[src/shared/rdt_defines.svh]
// Register offsets, field positions, reset values and widths of the reload down timer.
// Assumes a 16-bit register port with byte addresses in steps of four.
`ifndef RDT_DEFINES_SVH
`define RDT_DEFINES_SVH

`define RDT_ADDR_W 8
`define RDT_DATA_W 16

`define RDT_OFF_CLK_SEL 8'h00
`define RDT_OFF_MODE 8'h04
`define RDT_OFF_CTRL 8'h08
`define RDT_OFF_RELOAD 8'h0c
`define RDT_OFF_COUNT 8'h10
`define RDT_OFF_UF_FLAG 8'h14
`define RDT_OFF_UF_IE 8'h18

`define RDT_BIT_DEBUG_RUN 8
`define RDT_DIV_LSB 4
`define RDT_DIV_MSB 7
`define RDT_SRC_LSB 0
`define RDT_SRC_MSB 1
`define RDT_BIT_ONE_SHOT 0
`define RDT_BIT_RUN 8
`define RDT_BIT_PRESET 1
`define RDT_BIT_ENABLE 0
`define RDT_BIT_UF 0

`define RDT_RELOAD_RST 16'hffff
`define RDT_COUNT_RST 16'hffff
`define RDT_DIV_MAX_LOW 4'h8
`define RDT_DIV_MAX_EXT 4'h0

`endif

[src/shared/rdt_pkg.sv]
// Types shared by the reload down timer.
// Assumes rdt_defines.svh on the include path.
`include "rdt_defines.svh"

package rdt_pkg;

  typedef enum logic [1:0] {
    RDT_SRC_INTERNAL = 2'b00,
    RDT_SRC_LOW_SPEED = 2'b01,
    RDT_SRC_HIGH_SPEED = 2'b10,
    RDT_SRC_EXTERNAL = 2'b11
  } rdt_src_t;

  typedef struct packed {
    logic [`RDT_ADDR_W-1:0] addr;
    logic [`RDT_DATA_W-1:0] wdata;
    logic wr;
    logic rd;
  } rdt_bus_req_t;

endpackage

[src/rtl/rdt_timer.sv]
// One channel of the 16-bit reload down timer with its register port.
// Assumes source clocks arrive asynchronously; debug_halt is on clk_sys.
//
// How it works
// - Two-bit source code picks internal, low-speed, high-speed or external clock.
// - Selected source divided by two to the divider code, limited per source.
// - Code three uses event pin on event channels, external clock otherwise.
// - A write never takes a source absent from the chip; such writes keep old source.
// - Mode bit 0 clear gives repeat mode, set gives one-shot mode.
// - Writing run 1 starts counting only when the same write sets enable.
// - Writing run 0 stops counting; run bit reads back running state.
// - One-shot underflow stops the counter and clears the run bit.
// - Writing preset 1 with enable loads reload into counter; 0 does nothing.
// - Preset bit reads 1 while the load is pending, then clears itself.
// - Channel enable gates the operating clock of the channel.
// - Reload resets to ffff and loads on preset and on every underflow.
// - Counter value readable in a read-only register resetting to ffff.
// - Underflow sets the flag; writing 1 clears it, writing 0 keeps it.
// - Interrupt enable bit permits or blocks underflow interrupts.
// - With debug run clear, debug halt freezes the channel.
// - With debug run set, the channel keeps counting in debug halt.
// - In repeat mode underflow reloads and counting goes on.
// - Interrupt request is high only when flag and enable were both set one cycle earlier.
// - Underflows are reload plus one divided ticks apart.
//
// The register addresses and strobed register access are this design's own decisions.
`timescale 1ns/1ps
`default_nettype none

module rdt_timer
  import rdt_pkg::*;
#(
  parameter logic [3:0] SRC_PRESENT = 4'b1111,
  parameter bit HAS_EVENT = 1'b0
)
(
  // Clock and reset
  input wire logic clk_sys,
  input wire logic rstn,
  // Register port
  input wire rdt_bus_req_t bus_req,
  output logic [`RDT_DATA_W-1:0] rdata,
  // Clock sources, asynchronous
  input wire logic internal_oscillator,
  input wire logic low_speed_oscillator,
  input wire logic high_speed_oscillator,
  input wire logic external_clock_input,
  input wire logic event_input_pin,
  // Processor debug state
  input wire logic debug_halt,
  // Events
  output logic irq,
  output logic underflow_pulse
);

  localparam int NSRC = 5;

  function automatic logic hit(input logic [`RDT_ADDR_W-1:0] a,
                               input logic [`RDT_ADDR_W-1:0] off);
    hit = (a == off);
  endfunction

  function automatic logic [3:0] limit_div(input rdt_src_t s, input logic [3:0] code);
    limit_div = code;
    case (s)
      RDT_SRC_LOW_SPEED: if (code > `RDT_DIV_MAX_LOW) limit_div = `RDT_DIV_MAX_LOW;
      RDT_SRC_EXTERNAL: limit_div = `RDT_DIV_MAX_EXT;
      default: limit_div = code;
    endcase
  endfunction

  logic debug_run_ff;
  logic [3:0] div_code_ff;
  rdt_src_t src_ff;
  logic one_shot_ff;
  logic run_ff;
  logic preset_busy_ff;
  logic enable_ff;
  logic [15:0] reload_ff;
  logic [15:0] count_ff;
  logic uf_flag_ff;
  logic uf_ie_ff;
  logic [14:0] prescale_ff;
  logic [NSRC-1:0] sync1_ff;
  logic [NSRC-1:0] sync2_ff;
  logic [NSRC-1:0] sync3_ff;
  logic [`RDT_DATA_W-1:0] rdata_ff;
  logic irq_ff;
  logic uf_pulse_ff;

  logic wr_clk, wr_mode, wr_ctrl, wr_reload, wr_flag, wr_ie;
  logic clk_on;
  logic src_edge;
  logic [14:0] div_mask;
  logic tick;
  logic uf_now;
  logic en_now;
  logic [NSRC-1:0] src_in;
  logic [NSRC-1:0] src_rise;

  assign wr_clk = bus_req.wr && hit(bus_req.addr, `RDT_OFF_CLK_SEL);
  assign wr_mode = bus_req.wr && hit(bus_req.addr, `RDT_OFF_MODE);
  assign wr_ctrl = bus_req.wr && hit(bus_req.addr, `RDT_OFF_CTRL);
  assign wr_reload = bus_req.wr && hit(bus_req.addr, `RDT_OFF_RELOAD);
  assign wr_flag = bus_req.wr && hit(bus_req.addr, `RDT_OFF_UF_FLAG);
  assign wr_ie = bus_req.wr && hit(bus_req.addr, `RDT_OFF_UF_IE);

  // Operating clock gate
  assign clk_on = enable_ff && (!debug_halt || debug_run_ff);

  // Source synchronisers
  assign src_in = {event_input_pin, external_clock_input, high_speed_oscillator,
                   low_speed_oscillator, internal_oscillator};

  genvar gi;
  generate
    for (gi = 0; gi < NSRC; gi++)
    begin : g_sync
      always_ff @(posedge clk_sys or negedge rstn)
      begin
        if (!rstn)
        begin
          sync1_ff[gi] <= 1'b0;
          sync2_ff[gi] <= 1'b0;
          sync3_ff[gi] <= 1'b0;
        end
        else
        begin
          sync1_ff[gi] <= src_in[gi];
          sync2_ff[gi] <= sync1_ff[gi];
          sync3_ff[gi] <= sync2_ff[gi];
        end
      end
      assign src_rise[gi] = sync2_ff[gi] && !sync3_ff[gi];
    end
  endgenerate

  always_comb
  begin
    case (src_ff)
      RDT_SRC_INTERNAL: src_edge = src_rise[0];
      RDT_SRC_LOW_SPEED: src_edge = src_rise[1];
      RDT_SRC_HIGH_SPEED: src_edge = src_rise[2];
      RDT_SRC_EXTERNAL: src_edge = HAS_EVENT ? src_rise[4] : src_rise[3];
      default: src_edge = 1'b0;
    endcase
  end

  // Divider
  assign div_mask = 15'((16'h0001 << limit_div(src_ff, div_code_ff)) - 16'h0001);
  assign tick = clk_on && src_edge && ((prescale_ff & div_mask) == div_mask);
  assign uf_now = tick && run_ff && (count_ff == 16'h0000);

  always_ff @(posedge clk_sys or negedge rstn)
  begin
    if (!rstn)
      prescale_ff <= 15'h0000;
    else if (!run_ff)
      prescale_ff <= 15'h0000;
    else if (clk_on && src_edge)
      prescale_ff <= tick ? 15'h0000 : prescale_ff + 15'h0001;
  end

  // Clock select register
  always_ff @(posedge clk_sys or negedge rstn)
  begin
    if (!rstn)
    begin
      debug_run_ff <= 1'b0;
      div_code_ff <= 4'h0;
      src_ff <= RDT_SRC_INTERNAL;
    end
    else if (wr_clk)
    begin
      debug_run_ff <= bus_req.wdata[`RDT_BIT_DEBUG_RUN];
      div_code_ff <= bus_req.wdata[`RDT_DIV_MSB:`RDT_DIV_LSB];
      if (SRC_PRESENT[bus_req.wdata[`RDT_SRC_MSB:`RDT_SRC_LSB]])
        src_ff <= rdt_src_t'(bus_req.wdata[`RDT_SRC_MSB:`RDT_SRC_LSB]);
    end
  end

  // Mode and interrupt enable
  always_ff @(posedge clk_sys or negedge rstn)
  begin
    if (!rstn)
    begin
      one_shot_ff <= 1'b0;
      uf_ie_ff <= 1'b0;
    end
    else
    begin
      if (wr_mode)
        one_shot_ff <= bus_req.wdata[`RDT_BIT_ONE_SHOT];
      if (wr_ie)
        uf_ie_ff <= bus_req.wdata[`RDT_BIT_UF];
    end
  end

  // Control register
  assign en_now = wr_ctrl ? bus_req.wdata[`RDT_BIT_ENABLE] : enable_ff;

  always_ff @(posedge clk_sys or negedge rstn)
  begin
    if (!rstn)
      enable_ff <= 1'b0;
    else if (wr_ctrl)
      enable_ff <= bus_req.wdata[`RDT_BIT_ENABLE];
  end

  always_ff @(posedge clk_sys or negedge rstn)
  begin
    if (!rstn)
      run_ff <= 1'b0;
    else if (wr_ctrl && !bus_req.wdata[`RDT_BIT_RUN])
      run_ff <= 1'b0;
    else if (wr_ctrl && bus_req.wdata[`RDT_BIT_RUN] && en_now)
      run_ff <= 1'b1;
    else if (uf_now && one_shot_ff)
      run_ff <= 1'b0;
  end

  always_ff @(posedge clk_sys or negedge rstn)
  begin
    if (!rstn)
      preset_busy_ff <= 1'b0;
    else if (wr_ctrl && bus_req.wdata[`RDT_BIT_PRESET] && en_now)
      preset_busy_ff <= 1'b1;
    else if (clk_on)
      preset_busy_ff <= 1'b0;
  end

  // Reload and counter
  always_ff @(posedge clk_sys or negedge rstn)
  begin
    if (!rstn)
      reload_ff <= `RDT_RELOAD_RST;
    else if (wr_reload)
      reload_ff <= bus_req.wdata;
  end

  always_ff @(posedge clk_sys or negedge rstn)
  begin
    if (!rstn)
      count_ff <= `RDT_COUNT_RST;
    else if (preset_busy_ff && clk_on)
      count_ff <= reload_ff;
    else if (uf_now)
      count_ff <= reload_ff;
    else if (tick && run_ff)
      count_ff <= count_ff - 16'h0001;
  end

  // Underflow flag, set wins over clear
  always_ff @(posedge clk_sys or negedge rstn)
  begin
    if (!rstn)
      uf_flag_ff <= 1'b0;
    else if (uf_now)
      uf_flag_ff <= 1'b1;
    else if (wr_flag && bus_req.wdata[`RDT_BIT_UF])
      uf_flag_ff <= 1'b0;
  end

  always_ff @(posedge clk_sys or negedge rstn)
  begin
    if (!rstn)
    begin
      irq_ff <= 1'b0;
      uf_pulse_ff <= 1'b0;
    end
    else
    begin
      irq_ff <= uf_flag_ff && uf_ie_ff;
      uf_pulse_ff <= uf_now;
    end
  end

  // Read port
  always_ff @(posedge clk_sys or negedge rstn)
  begin
    if (!rstn)
      rdata_ff <= 16'h0000;
    else if (bus_req.rd)
    begin
      case (bus_req.addr)
        `RDT_OFF_CLK_SEL: rdata_ff <= {7'h00, debug_run_ff, div_code_ff, 2'b00, src_ff};
        `RDT_OFF_MODE: rdata_ff <= {15'h0000, one_shot_ff};
        `RDT_OFF_CTRL: rdata_ff <= {7'h00, run_ff, 6'h00, preset_busy_ff, enable_ff};
        `RDT_OFF_RELOAD: rdata_ff <= reload_ff;
        `RDT_OFF_COUNT: rdata_ff <= count_ff;
        `RDT_OFF_UF_FLAG: rdata_ff <= {15'h0000, uf_flag_ff};
        `RDT_OFF_UF_IE: rdata_ff <= {15'h0000, uf_ie_ff};
        default: rdata_ff <= 16'h0000;
      endcase
    end
    else
      rdata_ff <= 16'h0000;
  end

  assign rdata = rdata_ff;
  assign irq = irq_ff;
  assign underflow_pulse = uf_pulse_ff;
endmodule

`default_nettype wire

[config.mk]
export PLATFORM = sky130hd
export DESIGN_NAME = rdt_timer
export DESIGN_NICKNAME = d
export VERILOG_FILES = /design/src/shared/rdt_pkg.sv /design/src/rtl/rdt_timer.sv
export VERILOG_INCLUDE_DIRS = /design/src /design/src/shared
export SDC_FILE = /design/constraint.sdc
export NUM_CORES = 1
export LEC_CHECK = 0
export BUFFER_PORTS_ARGS = -buffer_cell sky130_fd_sc_hd__buf_2
export CAP_MARGIN = 10
export CORE_MARGIN = 2
export CORE_UTILIZATION = 25
export DETAILED_ROUTE_END_ITERATION = 8
export GPL_TIMING_DRIVEN = 0
export PLACE_DENSITY = 0.43
export REMOVE_ABC_BUFFERS = 1
export SYNTH_ARGS = -nofsm -noshare
export SYNTH_HDL_FRONTEND = slang
export SYNTH_SLANG_ARGS = --single-unit
[constraint.sdc]
create_clock -name clk_sys -period 4.3 [get_ports clk_sys]
set_clock_uncertainty 0.1 [all_clocks]
set_input_delay 0.86 -clock clk_sys [delete_from_list [all_inputs] [get_ports clk_sys]]
set_output_delay 0.86 -clock clk_sys [all_outputs]
set_load 0.01 [all_outputs]
==> results of run 1 <==
registers in the layout (all words and copies together) (netlist names):
| register | cells |
|---|---|
| rdata | 16 |
| div_code_ff | 4 |
| prescale_ff | 15 |
| count_ff | 16 |
| debug_run_ff | 1 |
| one_shot_ff | 1 |
| sync1_ff | 4 |
| enable_ff | 1 |
| run_ff | 1 |
| uf_ie_ff | 1 |
| sync2_ff | 4 |
| preset_busy_ff | 1 |
| sync3_ff | 4 |
| uf_flag_ff | 1 |
| underflow_pulse | 1 |
| src_ff | 2 |
| irq | 1 |
| reload_ff | 16 |
through the flow:
stage	total power [W]	hold WS, ps	cell area (sq um)
2_1_floorplan	0.001035	231.2	4499
3_3_place_gp	0.001110	234.5	5036
3_5_place_dp	0.001118	235.5	5095
4_1_cts	0.001925	251.8	5385
5_1_grt	0.001998	255.5	5418
6_report	0.001904	249.1	5418
synth_stat cells, drive strengths merged (3+ instances only):
library cell / n
o221a: 4
clkbuf: 10
a21o: 4
dfrtp: 58
nor3: 18
a22oi: 11
dfstp: 32
ha: 3
nand2b: 11
and2: 6
o211a: 5
inv: 16
o21ai: 24
buf: 18
mux2: 26
a21oi: 18
nor2: 48
nand2: 30
and3: 5
a22o: 7
xnor2: 3
a211o: 6
nor2b: 3
nand3: 11
a31oi: 12
nor4: 10
or3: 14
a222oi: 6
area by class of cell:
type                            count  area (sq um)  share of cell area [%]
Multi-Input combinational cell    325          2190                   40.42
Clock inverter                      4         33.78                  0.6236
Clock buffer                       12         256.5                   4.734
Sequential cell                    90          2292                   42.31
Tap cell                          229         286.5                   5.289
Timing Repair Buffer               53         299.0                   5.520
Inverter                           16         60.06                   1.109
logic make-up (layout without fill, tap and decap cells):
family          Yosys count  after routing  synth area share [%]
mux                      27             27                 6.521
flops                    90             90                 49.37
compound gates          125            125                 19.91
xor+xnor                  3              3                0.5660
simple gates            166            167                 18.43
buf+inv                  44             85                 4.392
fa+ha+maj                 3              3                0.8085
per-layer routing:
metal  wire (um)  share of wire, %  global-route usage [%]  vias to the layer above
li1            -                 -                       -                     1778
met1        6288                51                   18.98                     1866
met2        5485                44                   18.96                      102
met3         467               3.8                   2.906                       15
met4         207               1.7                   4.253                        0
met5           0                 0                       0                        -
how the worst max path moves through the flow:
| stage | end | depth (start not counted) | from | slack (ps) |
|---|---|---|---|---|
| CTS | count_ff[5] | 10 | src_ff[0] | 180 |
| floorplan | prescale_ff[9] | 10 | src_ff[0] | 890 |
| finish | count_ff[3] | 10 | src_ff[0] | 340 |
| global placement | rdata[4] | 5 | bus_req[19] | 180 |
| global route | count_ff[7] | 10 | src_ff[0] | 70 |
| detailed placement | count_ff[11] | 10 | src_ff[0] | 190 |
layout by cell type (no fill, tap or decap), drive strengths merged, types with 7 or more instances in the layout:
| cell type | count |
|---|---|
| dfrtp | 58 |
| buf | 53 |
| nor2 | 48 |
| dfstp | 32 |
| nand2 | 30 |
| mux2 | 26 |
| o21ai | 24 |
| nor3 | 18 |
| a21oi | 18 |
| inv | 18 |
| or3 | 14 |
| a31oi | 12 |
| clkbuf | 12 |
| nand2b | 11 |
| a22oi | 11 |
| nand3 | 11 |
| nor4 | 10 |
| a22o | 7 |
report_power, final:
group | total (W) | switching [W] | internal (W)
Clock | 0.000787 | 0.000356 | 0.000431
Combinational | 0.000215 | 0.000136 | 0.0000787
Sequential | 0.000902 | 0.0000259 | 0.000876
Total | 0.00190 | 0.000518 | 0.00139
repair_timing:
item,in CTS,in global routing
setup endpoints to repair,0,19
buffers inserted,0,0
gates resized for setup,0,2
hold endpoints to repair,0,0
==> summary.md, run 1 <==
| Metric | Value |
|---|---|
| Status | finished, final reports clean |
| HP Class | register to register |
| Most used DFF post-synth | dfrtp_1 |
| Total grt overflow | 0 |
| Reg2reg end | count_ff[3] |
| Peak supply drop | 0.1669 mV |
| DR pass1 iterations | 5 |
| Critical path buffers and inverters | 0 |
| Max incr delay on CP | 570 ps |
| Max transition margin | 32.36% |
| Max Freq | 252.8 MHz |
| DIE AREA | 0.01968 sq mm |
| Post-synth top area cell | dfrtp_1 |
| Pwr dens | 351.4 mW/mm^2 |
| IO Port Bufs | 50 |
| Skew-Pair Late Insertion Delay | 350 ps |
| Clock slew at reported path FFs | 70 ps |
| ANT nets after route | 0 |
| FP Rows | 49 |
| DR WL/cell | 17.08 um |
| Reg2Reg Depth | 10 |
| Register area share after synthesis | 49.37% |
| DR DRC count | 0 |
| Fin util | 29.96% |
| Filler Cells Inserted | 1859 |
| RSZ-0062 raised after global routing | no |
| Max Cap Viol | 0 |
| Gr usage total | 12.98% |
| Initial core utilization | 25.67% |
| Worst EP required | 4480 ps |
| Antenna violations before repair | 0 |
| Setup TNS | 0 ps |
| Worst setup EP type | register |
| Pre-CTS setup slack | 193.4 ps |
| Syn_area_per_cell | 10.14 sq um |
| Worst-margin pin slew | 1007 ps |
| Gpl congestion | 0.8211 |
| Synthesized instance count | 458 |
| CTS tree | done |
| Crit-path max FO | 19 |
| Drt total wl | 12450 um |
| Avg Vias per Cell | 5.159 |
| Worst Setup Path Type | register to register |
| Post-CTS Hold Buffers | 0 |
| Worst Hold Depth | 0 |
| Ys Warns | 0 |
| Final worst slack | 345.0 ps |
| R2R setup slack | 340 ps |
| Post-Synthesis Cell Area | 0.004643 sq mm |
| Share of layout cells above drive strength 1 | 27.20% |
| Final setup viols | 0 |
| Reg-to-reg startpoint | src_ff[0] |
| Clock buffer depth | 2 |
| Fin cells | 729 |
| Min Tclk post-route | 3955 ps |
| FF+latch count, synth | 90 |
| Crit path max-delay family | compound AO/OA/AOI/OAI gates |
| Initial drt markers | 202 |
| Die Width | 140.3 um |
| Number of buffers created by CTS | 9 |
| First-pass GRT wire length | 20350 um |
| Core region area | 0.01809 sq mm |
| Root Buffer Master | clkbuf_16 |
| Nets | 532 |
| Largest cells by area after synthesis | dfrtp_1, dfstp_2, mux2_2 |
| CTS sink count | 90 |
| Dpl hpwl | 8440 um |
| Post-synth top area share | 31.26% |
| Slowest cell on crit path | dfrtp_1 |
| Vias | 3761 |
| Largest net degree at the start of global routing | 48 |
| Vias in the first global route | 3701 |
| Die H | 140.3 um |
| Hold worst-path end | sync2_ff[3] |
| Final hold vios | 0 |
| Crit path DAT | 4130 ps |
| Critical path cell sequence | a211o_1 -> nand3b_1 -> ha_1 -> nor2b_1 -> o21ai_0 -> a31oi_1 -> nor4_4 -> nand4b_4 -> o21a_1 -> o221a_1 |
| Antenna diode instance count | 0 |
| Htree depth | 3 |
| Yosys cell types | 64 |
| Placed Cells | 712 |
| Async set-or-reset flop fraction in the synthesized netlist | 100.0% |
| Area Overhead vs Synth | 16.68% |
| Crit share post-route | 91.98% |
| IO Pins | 52 |
| Post-synth EDFFs | 0 |
| Startpoint Class | register |
| Hold Startpoint | sync1_ff[3] |
| Final slew viol count | 0 |
| Pleak | 2.340 nW |
No activity file was read; power rests on OpenSTA's default activity.
==> run 2: changes to the inputs <==
Settings changed: CTS_CLUSTER_DIAMETER from default to 80, PLACE_DENSITY 0.43 to 0.44, RECOVER_POWER from default to 50.
Clock period 4.3 ns to 3.6 ns, I/O delays scaled along.
==> run 2 against run 1 <==
Against the previous run: the flow now finishes with violations (capacitance limit, slew limit); combinational power is 46% higher; power up 20%; via count barely moved; die area did not move; register-to-register slack worse by 150 ps; routed wire length grew 0.68%; non-clock buffer count grew 9; sequential cell count is the same; design area rose by 2.0%; critical path type is now input port to register; highest routed layer unchanged.
==> summary.md, run 2 (synthesized netlist as in run 1, its figures left out) <==
| Metric | Value |
|---|---|
| Worst EP required | 3780 ps (was 4480 ps) |
| Vias | 3759 (was 3761) |
| Worst setup EP type | register (unchanged) |
| Peak supply drop | 0.2098 mV (was 0.1669 mV) |
| Crit-path max FO | 17 (was 19) |
| Largest net degree at the start of global routing | 64 (was 48) |
| Worst Hold Depth | 0 (unchanged) |
| Final setup viols | 0 (unchanged) |
| Total grt overflow | 0 (unchanged) |
| Pleak | 2.378 nW (was 2.340 nW) |
| Status | finished with violations (was finished, final reports clean) |
| Initial core utilization | 25.67% (unchanged) |
| Root Buffer Master | clkbuf_16 (unchanged) |
| Max incr delay on CP | 720 ps (was 570 ps) |
| Setup TNS | 0 ps (unchanged) |
| CTS sink count | 90 (unchanged) |
| Initial drt markers | 290 (was 202) |
| Most frequent cells in the layout | dfrtp_1, buf_2, nor2_1 (unchanged) |
| Critical path cell sequence | buf_2 -> nor3_1 -> nand2b_1 -> nor2_1 -> and2_1 -> nand2_1 -> mux2_2 (was a211o_1 -> nand3b_1 -> ha_1 -> nor2b_1 -> o21ai_0 -> a31oi_1 -> nor4_4 -> nand4b_4 -> o21a_1 -> o221a_1) |
| DR DRC count | 0 (unchanged) |
| ANT nets after route | 0 (unchanged) |
| Final hold vios | 0 (unchanged) |
| Commonest non-fill, non-tap cell in the layout | dfrtp_1 (unchanged) |
| Worst Setup Path Type | input port to register (was register to register) |
| Gr usage total | 13.02% (was 12.98%) |
| Clock slew at reported path FFs | 60 ps (was 70 ps) |
| Area Overhead vs Synth | 19.05% (was 16.68%) |
| Max Cap Viol | 1 (was 0) |
| Pre-CTS setup slack | -413.9 ps (was 193.4 ps) |
| Gpl congestion | 0.7689 (was 0.8211) |
| Crit path DAT | 3620 ps (was 4130 ps) |
| Final worst slack | 153.2 ps (was 345.0 ps) |
| Antenna diode instance count | 0 (unchanged) |
| Startpoint Class | input port (was register) |
| Vias in the first global route | 3620 (was 3701) |
| Avg Vias per Cell | 5.087 (was 5.159) |
| Dpl hpwl | 8256 um (was 8440 um) |
| Max Freq | 290.1 MHz |
| FP Rows | 49 (unchanged) |
| Pwr dens | 414.3 mW/mm^2 (was 351.4 mW/mm^2) |
| Min Tclk post-route | 3447 ps |
| Max transition margin | -9.230% (was 32.36%) |
| Number of buffers created by CTS | 9 (unchanged) |
| DR pass1 iterations | 6 (was 5) |
| Final slew viol count | 28 (was 0) |
| Crit share post-route | 95.75% |
| Clock buffer depth | 2 (unchanged) |
| First-pass GRT wire length | 20360 um (was 20350 um) |
| Share of layout cells above drive strength 1 | 29.02% (was 27.20%) |
| Post-CTS Hold Buffers | 0 (unchanged) |
| DR WL/cell | 16.96 um (was 17.08 um) |
| Skew-Pair Late Insertion Delay | 350 ps (about the same) |
| Antenna violations before repair | 0 (unchanged) |
| Htree depth | 3 (unchanged) |
| DIE AREA | 0.01968 sq mm (unchanged) |
| Nets | 542 (was 532) |
| Violated checks | capacitance limit, slew limit |
| Core region area | 0.01809 sq mm (unchanged) |
| HP Class | register to register (unchanged) |
| Reg2Reg Depth | 11 (was 10) |
| Die H | 140.3 um (unchanged) |
| IO Port Bufs | 50 (unchanged) |
| IO Pins | 52 (unchanged) |
| CTS tree | done (unchanged) |
| Worst-margin pin slew | 1638 ps (was 1007 ps) |
| Slowest cell on crit path | nand2_1 (was dfrtp_1) |
| Drt total wl | 12530 um (was 12450 um) |
| Die Width | 140.3 um (unchanged) |
| RSZ-0062 raised after global routing | no (unchanged) |
## run 2: changes by cell type in the layout (fill, tap and decap cells not counted), moves of 2 or more
cell | before | now
clkinvlp_4 | 0 | 2
buf_4 | 2 | 8
buf_12 | 0 | 2
dfrtp_2 | 0 | 4
dfrtp_1 | 58 | 54
clkbuf_1 | 1 | 4
## run 2: critical path: cells and delay by family
kind                   cells  cell delay [ps]
and+or+nand+nor            5             2290
muxes                      1              500
buffers and inverters      1              100
## run 2: worst paths after layout
path	start	endpoint	slack (ps)
hold reg to reg	sync1_ff[3]	sync2_ff[3]	250
max in group asynchronous	rstn	div_code_ff[3]	1650
min in group asynchronous	rstn	prescale_ff[3]	680
hold / removal	sync1_ff[3]	sync2_ff[3]	250
setup / recovery	bus_req[23]	reload_ff[2]	150
setup reg to reg	src_ff[1]	prescale_ff[9]	190
## run 2: cell type report
class,count,area [sq um]
multi-input cells,326,2222
inverters,16,60.06
well taps,229,286.5
repair buffers,62,387.9
clock buffers,13,250.2
flip-flops and latches,90,2297
fillers,1898,12560
clock inverters,3,23.77
## run 2: timing repair
item / CTS / global route
setup buffers: 4 / 6
gates resized for setup: 6 / 2
pin swaps: 3 / 3
gates cloned: 1 / 1
setup endpoints to repair: 33 / 6
## run 2: metrics by stage
step / instance area [sq um] / hold WS (ps) / cells / total power (W) / utilization, %
6_report: 5528 / 248.2 / 739 / 0.002290 / 30.56
3_3_place_gp: 5036 / 233.9 / 709 / 0.001326 / 27.85
4_1_cts: 5459 / 197.4 / 732 / 0.002283 / 30.18
5_1_grt: 5528 / 252.1 / 739 / 0.002396 / 30.56
3_5_place_dp: 5096 / 234.7 / 711 / 0.001334 / 28.18
2_1_floorplan: 4499 / 231.2 / 430 / 0.001236 / -
## run 2: where the power goes
group | switching [W] | internal (W)
logic | 0.000184 | 0.000130
registers | 0.0000304 | 0.00105
clock network | 0.000408 | 0.000491
total | 0.000623 | 0.00167
## run 2: layer usage
| layer | part of all wire (%) | up-vias | GRT usage (%) |
|---|---|---|---|
| li1 | - | 1798 | - |
| met1 | 50 | 1849 | 19.14 |
| met2 | 44 | 98 | 19.22 |
| met3 | 4.5 | 14 | 2.291 |
| met4 | 1.7 | 0 | 4.572 |
| met5 | 0 | - | 0 |
==> run 3: changes to the inputs <==
Settings changed: CORE_ASPECT_RATIO from default to 1.1, CTS_BUF_LIST from default to sky130_fd_sc_hd__clkbuf_2 sky130_fd_sc_hd__clkbuf_4 sky130_fd_sc_hd__clkbuf_8.
==> run 3 against run 2 <==
Against the previous run: the flow still finishes with violations (capacitance limit, slew limit); clock power fell by 17%; die area barely moved; via count rose by 0.72%; sequential share of layout area rose by 0.37 points; critical endpoint is now prescale_ff[11]; largest power group unchanged; final cell count rose by 1.8%.
==> summary.md, run 3 (synthesized netlist as in run 1, its figures left out) <==
| Metric | Value |
|---|---|
| Gr usage total | 13.63% (was 13.02%) |
| Psw | 0.0006173 W (was 0.0006226 W) |
| Clock slew at reported path FFs | 90 ps (was 60 ps) |
| Max transition margin | -29.20% (was -9.230%) |
| Worst EP required | 3800 ps (was 3780 ps) |
| Nets | 541 (was 542) |
| Net Sw Frac | 29.00% (was 27.19%) |
| Min Tclk post-route | 3405 ps (was 3447 ps) |
| FP Rows | 52 (was 49) |
| Area of the multi-input gates | 0.002235 sq mm (was 0.002222 sq mm) |
| CTS sink count | 90 (unchanged) |
| Final slew viol count | 33 (was 28) |
| IO Pins | 52 (unchanged) |
| Gpl congestion | 0.8476 (was 0.7689) |
| P_int | 0.001512 W (was 0.001668 W) |
| ANT nets after route | 0 (unchanged) |
| Status | finished with violations (unchanged) |
| Vias | 3786 (was 3759) |
| Max Cap Viol | 1 (unchanged) |
| Skew-Pair Late Insertion Delay | 380 ps (was 350 ps) |
| Combinational share of power | 14.3% (was 13.7%) |
| Pleak | 2.351 nW (was 2.378 nW) |
| Crit-path max FO | 15 (was 17) |
| Initial drt markers | 265 (was 290) |
| DR DRC count | 0 (unchanged) |
| Register share of total power | 50.6% (was 47.1%) |
| Share of layout cells above drive strength 1 | 29.27% (was 29.02%) |
| Max Freq | 293.7 MHz (was 290.1 MHz) |
| Crit share post-route | 94.57% (was 95.75%) |
| DR pass1 iterations | 5 (was 6) |
| CTS tree | done (unchanged) |
| Worst Setup Path Type | register to register (was input port to register) |
| Peak supply drop | 0.1878 mV (was 0.2098 mV) |
| Initial core utilization | 25.40% (was 25.67%) |
| Worst setup EP type | register (unchanged) |
| Drt total wl | 12820 um (was 12530 um) |
| Final hold vios | 0 (unchanged) |
| Total grt overflow | 0 (unchanged) |
| Antenna violations before repair | 0 (unchanged) |
| Commonest non-fill, non-tap cell in the layout | dfrtp_1 (unchanged) |
| HP Class | register to register (unchanged) |
| Clk pwr share | 35.1% (was 39.3%) |
| Post-DP Area | 0.005114 sq mm (was 0.005096 sq mm) |
| Fin util | 29.93% (was 30.56%) |
| Antenna diode instance count | 0 (unchanged) |
| Vias in the first global route | 3813 (was 3620) |
| Post-CTS Hold Buffers | 0 (unchanged) |
| Area Overhead vs Synth | 17.87% (was 19.05%) |
| Root Buffer Master | clkbuf_8 (was clkbuf_16) |
| DIE AREA | 0.01968 sq mm (about the same) |
| First-pass GRT wire length | 21020 um (was 20360 um) |
| Violated checks | capacitance limit, slew limit (unchanged) |
| Clock buffer depth | 2 (unchanged) |
| Largest net degree at the start of global routing | 59 (was 64) |
| Setup TNS | 0 ps (unchanged) |
| Most frequent cells in the layout | dfrtp_1, buf_2, nor2_1 (unchanged) |
| Startpoint Class | register (was input port) |
| Htree depth | 3 (unchanged) |
| Die Width | 133.9 um (was 140.3 um) |
| Avg Vias per Cell | 5.035 (was 5.087) |
| RSZ-0062 raised after global routing | no (unchanged) |
| Final instance area | 0.005473 sq mm (was 0.005528 sq mm) |
| Final setup viols | 0 (unchanged) |
| DR WL/cell | 17.05 um (was 16.96 um) |
| Storage cell area | 0.002295 sq mm (was 0.002297 sq mm) |
| Die H | 146.9 um (was 140.3 um) |
| Dpl hpwl | 8336 um (was 8256 um) |
| Crit path DAT | 3600 ps (was 3620 ps) |
| Pwr dens | 389.0 mW/mm^2 (was 414.3 mW/mm^2) |
| Worst-margin pin slew | 1938 ps (was 1638 ps) |
| IO Port Bufs | 50 (unchanged) |
| Core region area | 0.01828 sq mm (was 0.01809 sq mm) |
| Filler Cells Inserted | 1895 (was 1898) |
| Number of buffers created by CTS | 9 (unchanged) |
[run 3: cell types whose count changed in the layout (fill, tap and decap cells not counted), moves of 2 or more]
cell / delta
clkbuf_1: -3
clkbuf_16: -9
dfrtp_2: -2
dfrtp_1: +2
clkinvlp_4: -2
clkbuf_8: +9
clkinv_4: +4
[run 3: stage by stage]
| step | total power (W) | setup WS, ps | hold slack [ps] | cells |
|---|---|---|---|---|
| floorplan | 0.001236 | 194.5 | 231.2 | 430 |
| global placement | 0.001324 | -477.1 | 239.3 | 723 |
| detailed placement | 0.001332 | -466.4 | 244.2 | 725 |
| CTS | 0.002159 | 18.09 | 181.3 | 749 |
| global route | 0.002234 | 23.68 | 274.4 | 752 |
| finish | 0.002129 | 195.5 | 257.8 | 752 |
[run 3: critical path: stages, from the launching register on]
cell and delay, ps:
dfrtp_1 540, a211o_1 370, nand3b_1 190, ha_2 280, or3_1 330, a211o_1 260
a21oi_1 310, nor4_4 90, buf_4 190, a31oi_4 250, buf_4 180, nand2b_1 50
a31oi_1 180
[run 3: power groups by stage]
stage	Clock [W]	Sequential, W	Combinational [W]
CTS	0.000781	0.00108	0.000300
detailed placement	0	0.00110	0.000237
finish	0.000746	0.00108	0.000305
global placement	0	0.00109	0.000230
global route	0.000817	0.00108	0.000335
floorplan	0	0.00108	0.000152
[run 3: layout make-up]
type | instances | share of cell area, %
Timing Repair Buffer | 61 | 6.722
Tap cell | 243 | 5.556
Sequential cell | 90 | 41.93
Inverter | 16 | 1.097
Clock buffer | 10 | 2.515
Clock inverter | 6 | 1.349
Multi-Input combinational cell | 326 | 40.83
[run 3: routing by layer]
metal  GRT usage [%]  part of all wire [%]  up-vias
li1                -                     -     1797
met1           17.40                    44     1880
met2           22.64                    49       85
met3           2.070                   3.3       24
met4           6.383                   2.8        0
met5               0                     0        -
[run 3: repair_timing]
item                       CTS  global route
pin swaps                    4             1
setup endpoints to repair   32            24
gates resized for setup      6             2
cloned                       2             0
setup buffers                6             3
[run 3: final timing paths]
kind	end	cells past startpoint	slack [ps]	startpoint
setup / recovery	prescale_ff[11]	12	200	div_code_ff[3]
hold / removal	sync2_ff[3]	0	260	sync1_ff[3]
setup reg to reg	prescale_ff[11]	12	200	div_code_ff[3]
hold reg to reg	sync2_ff[3]	0	260	sync1_ff[3]
max in group asynchronous	div_code_ff[2]	1	1380	rstn
min in group asynchronous	rdata[8]	1	770	rstn
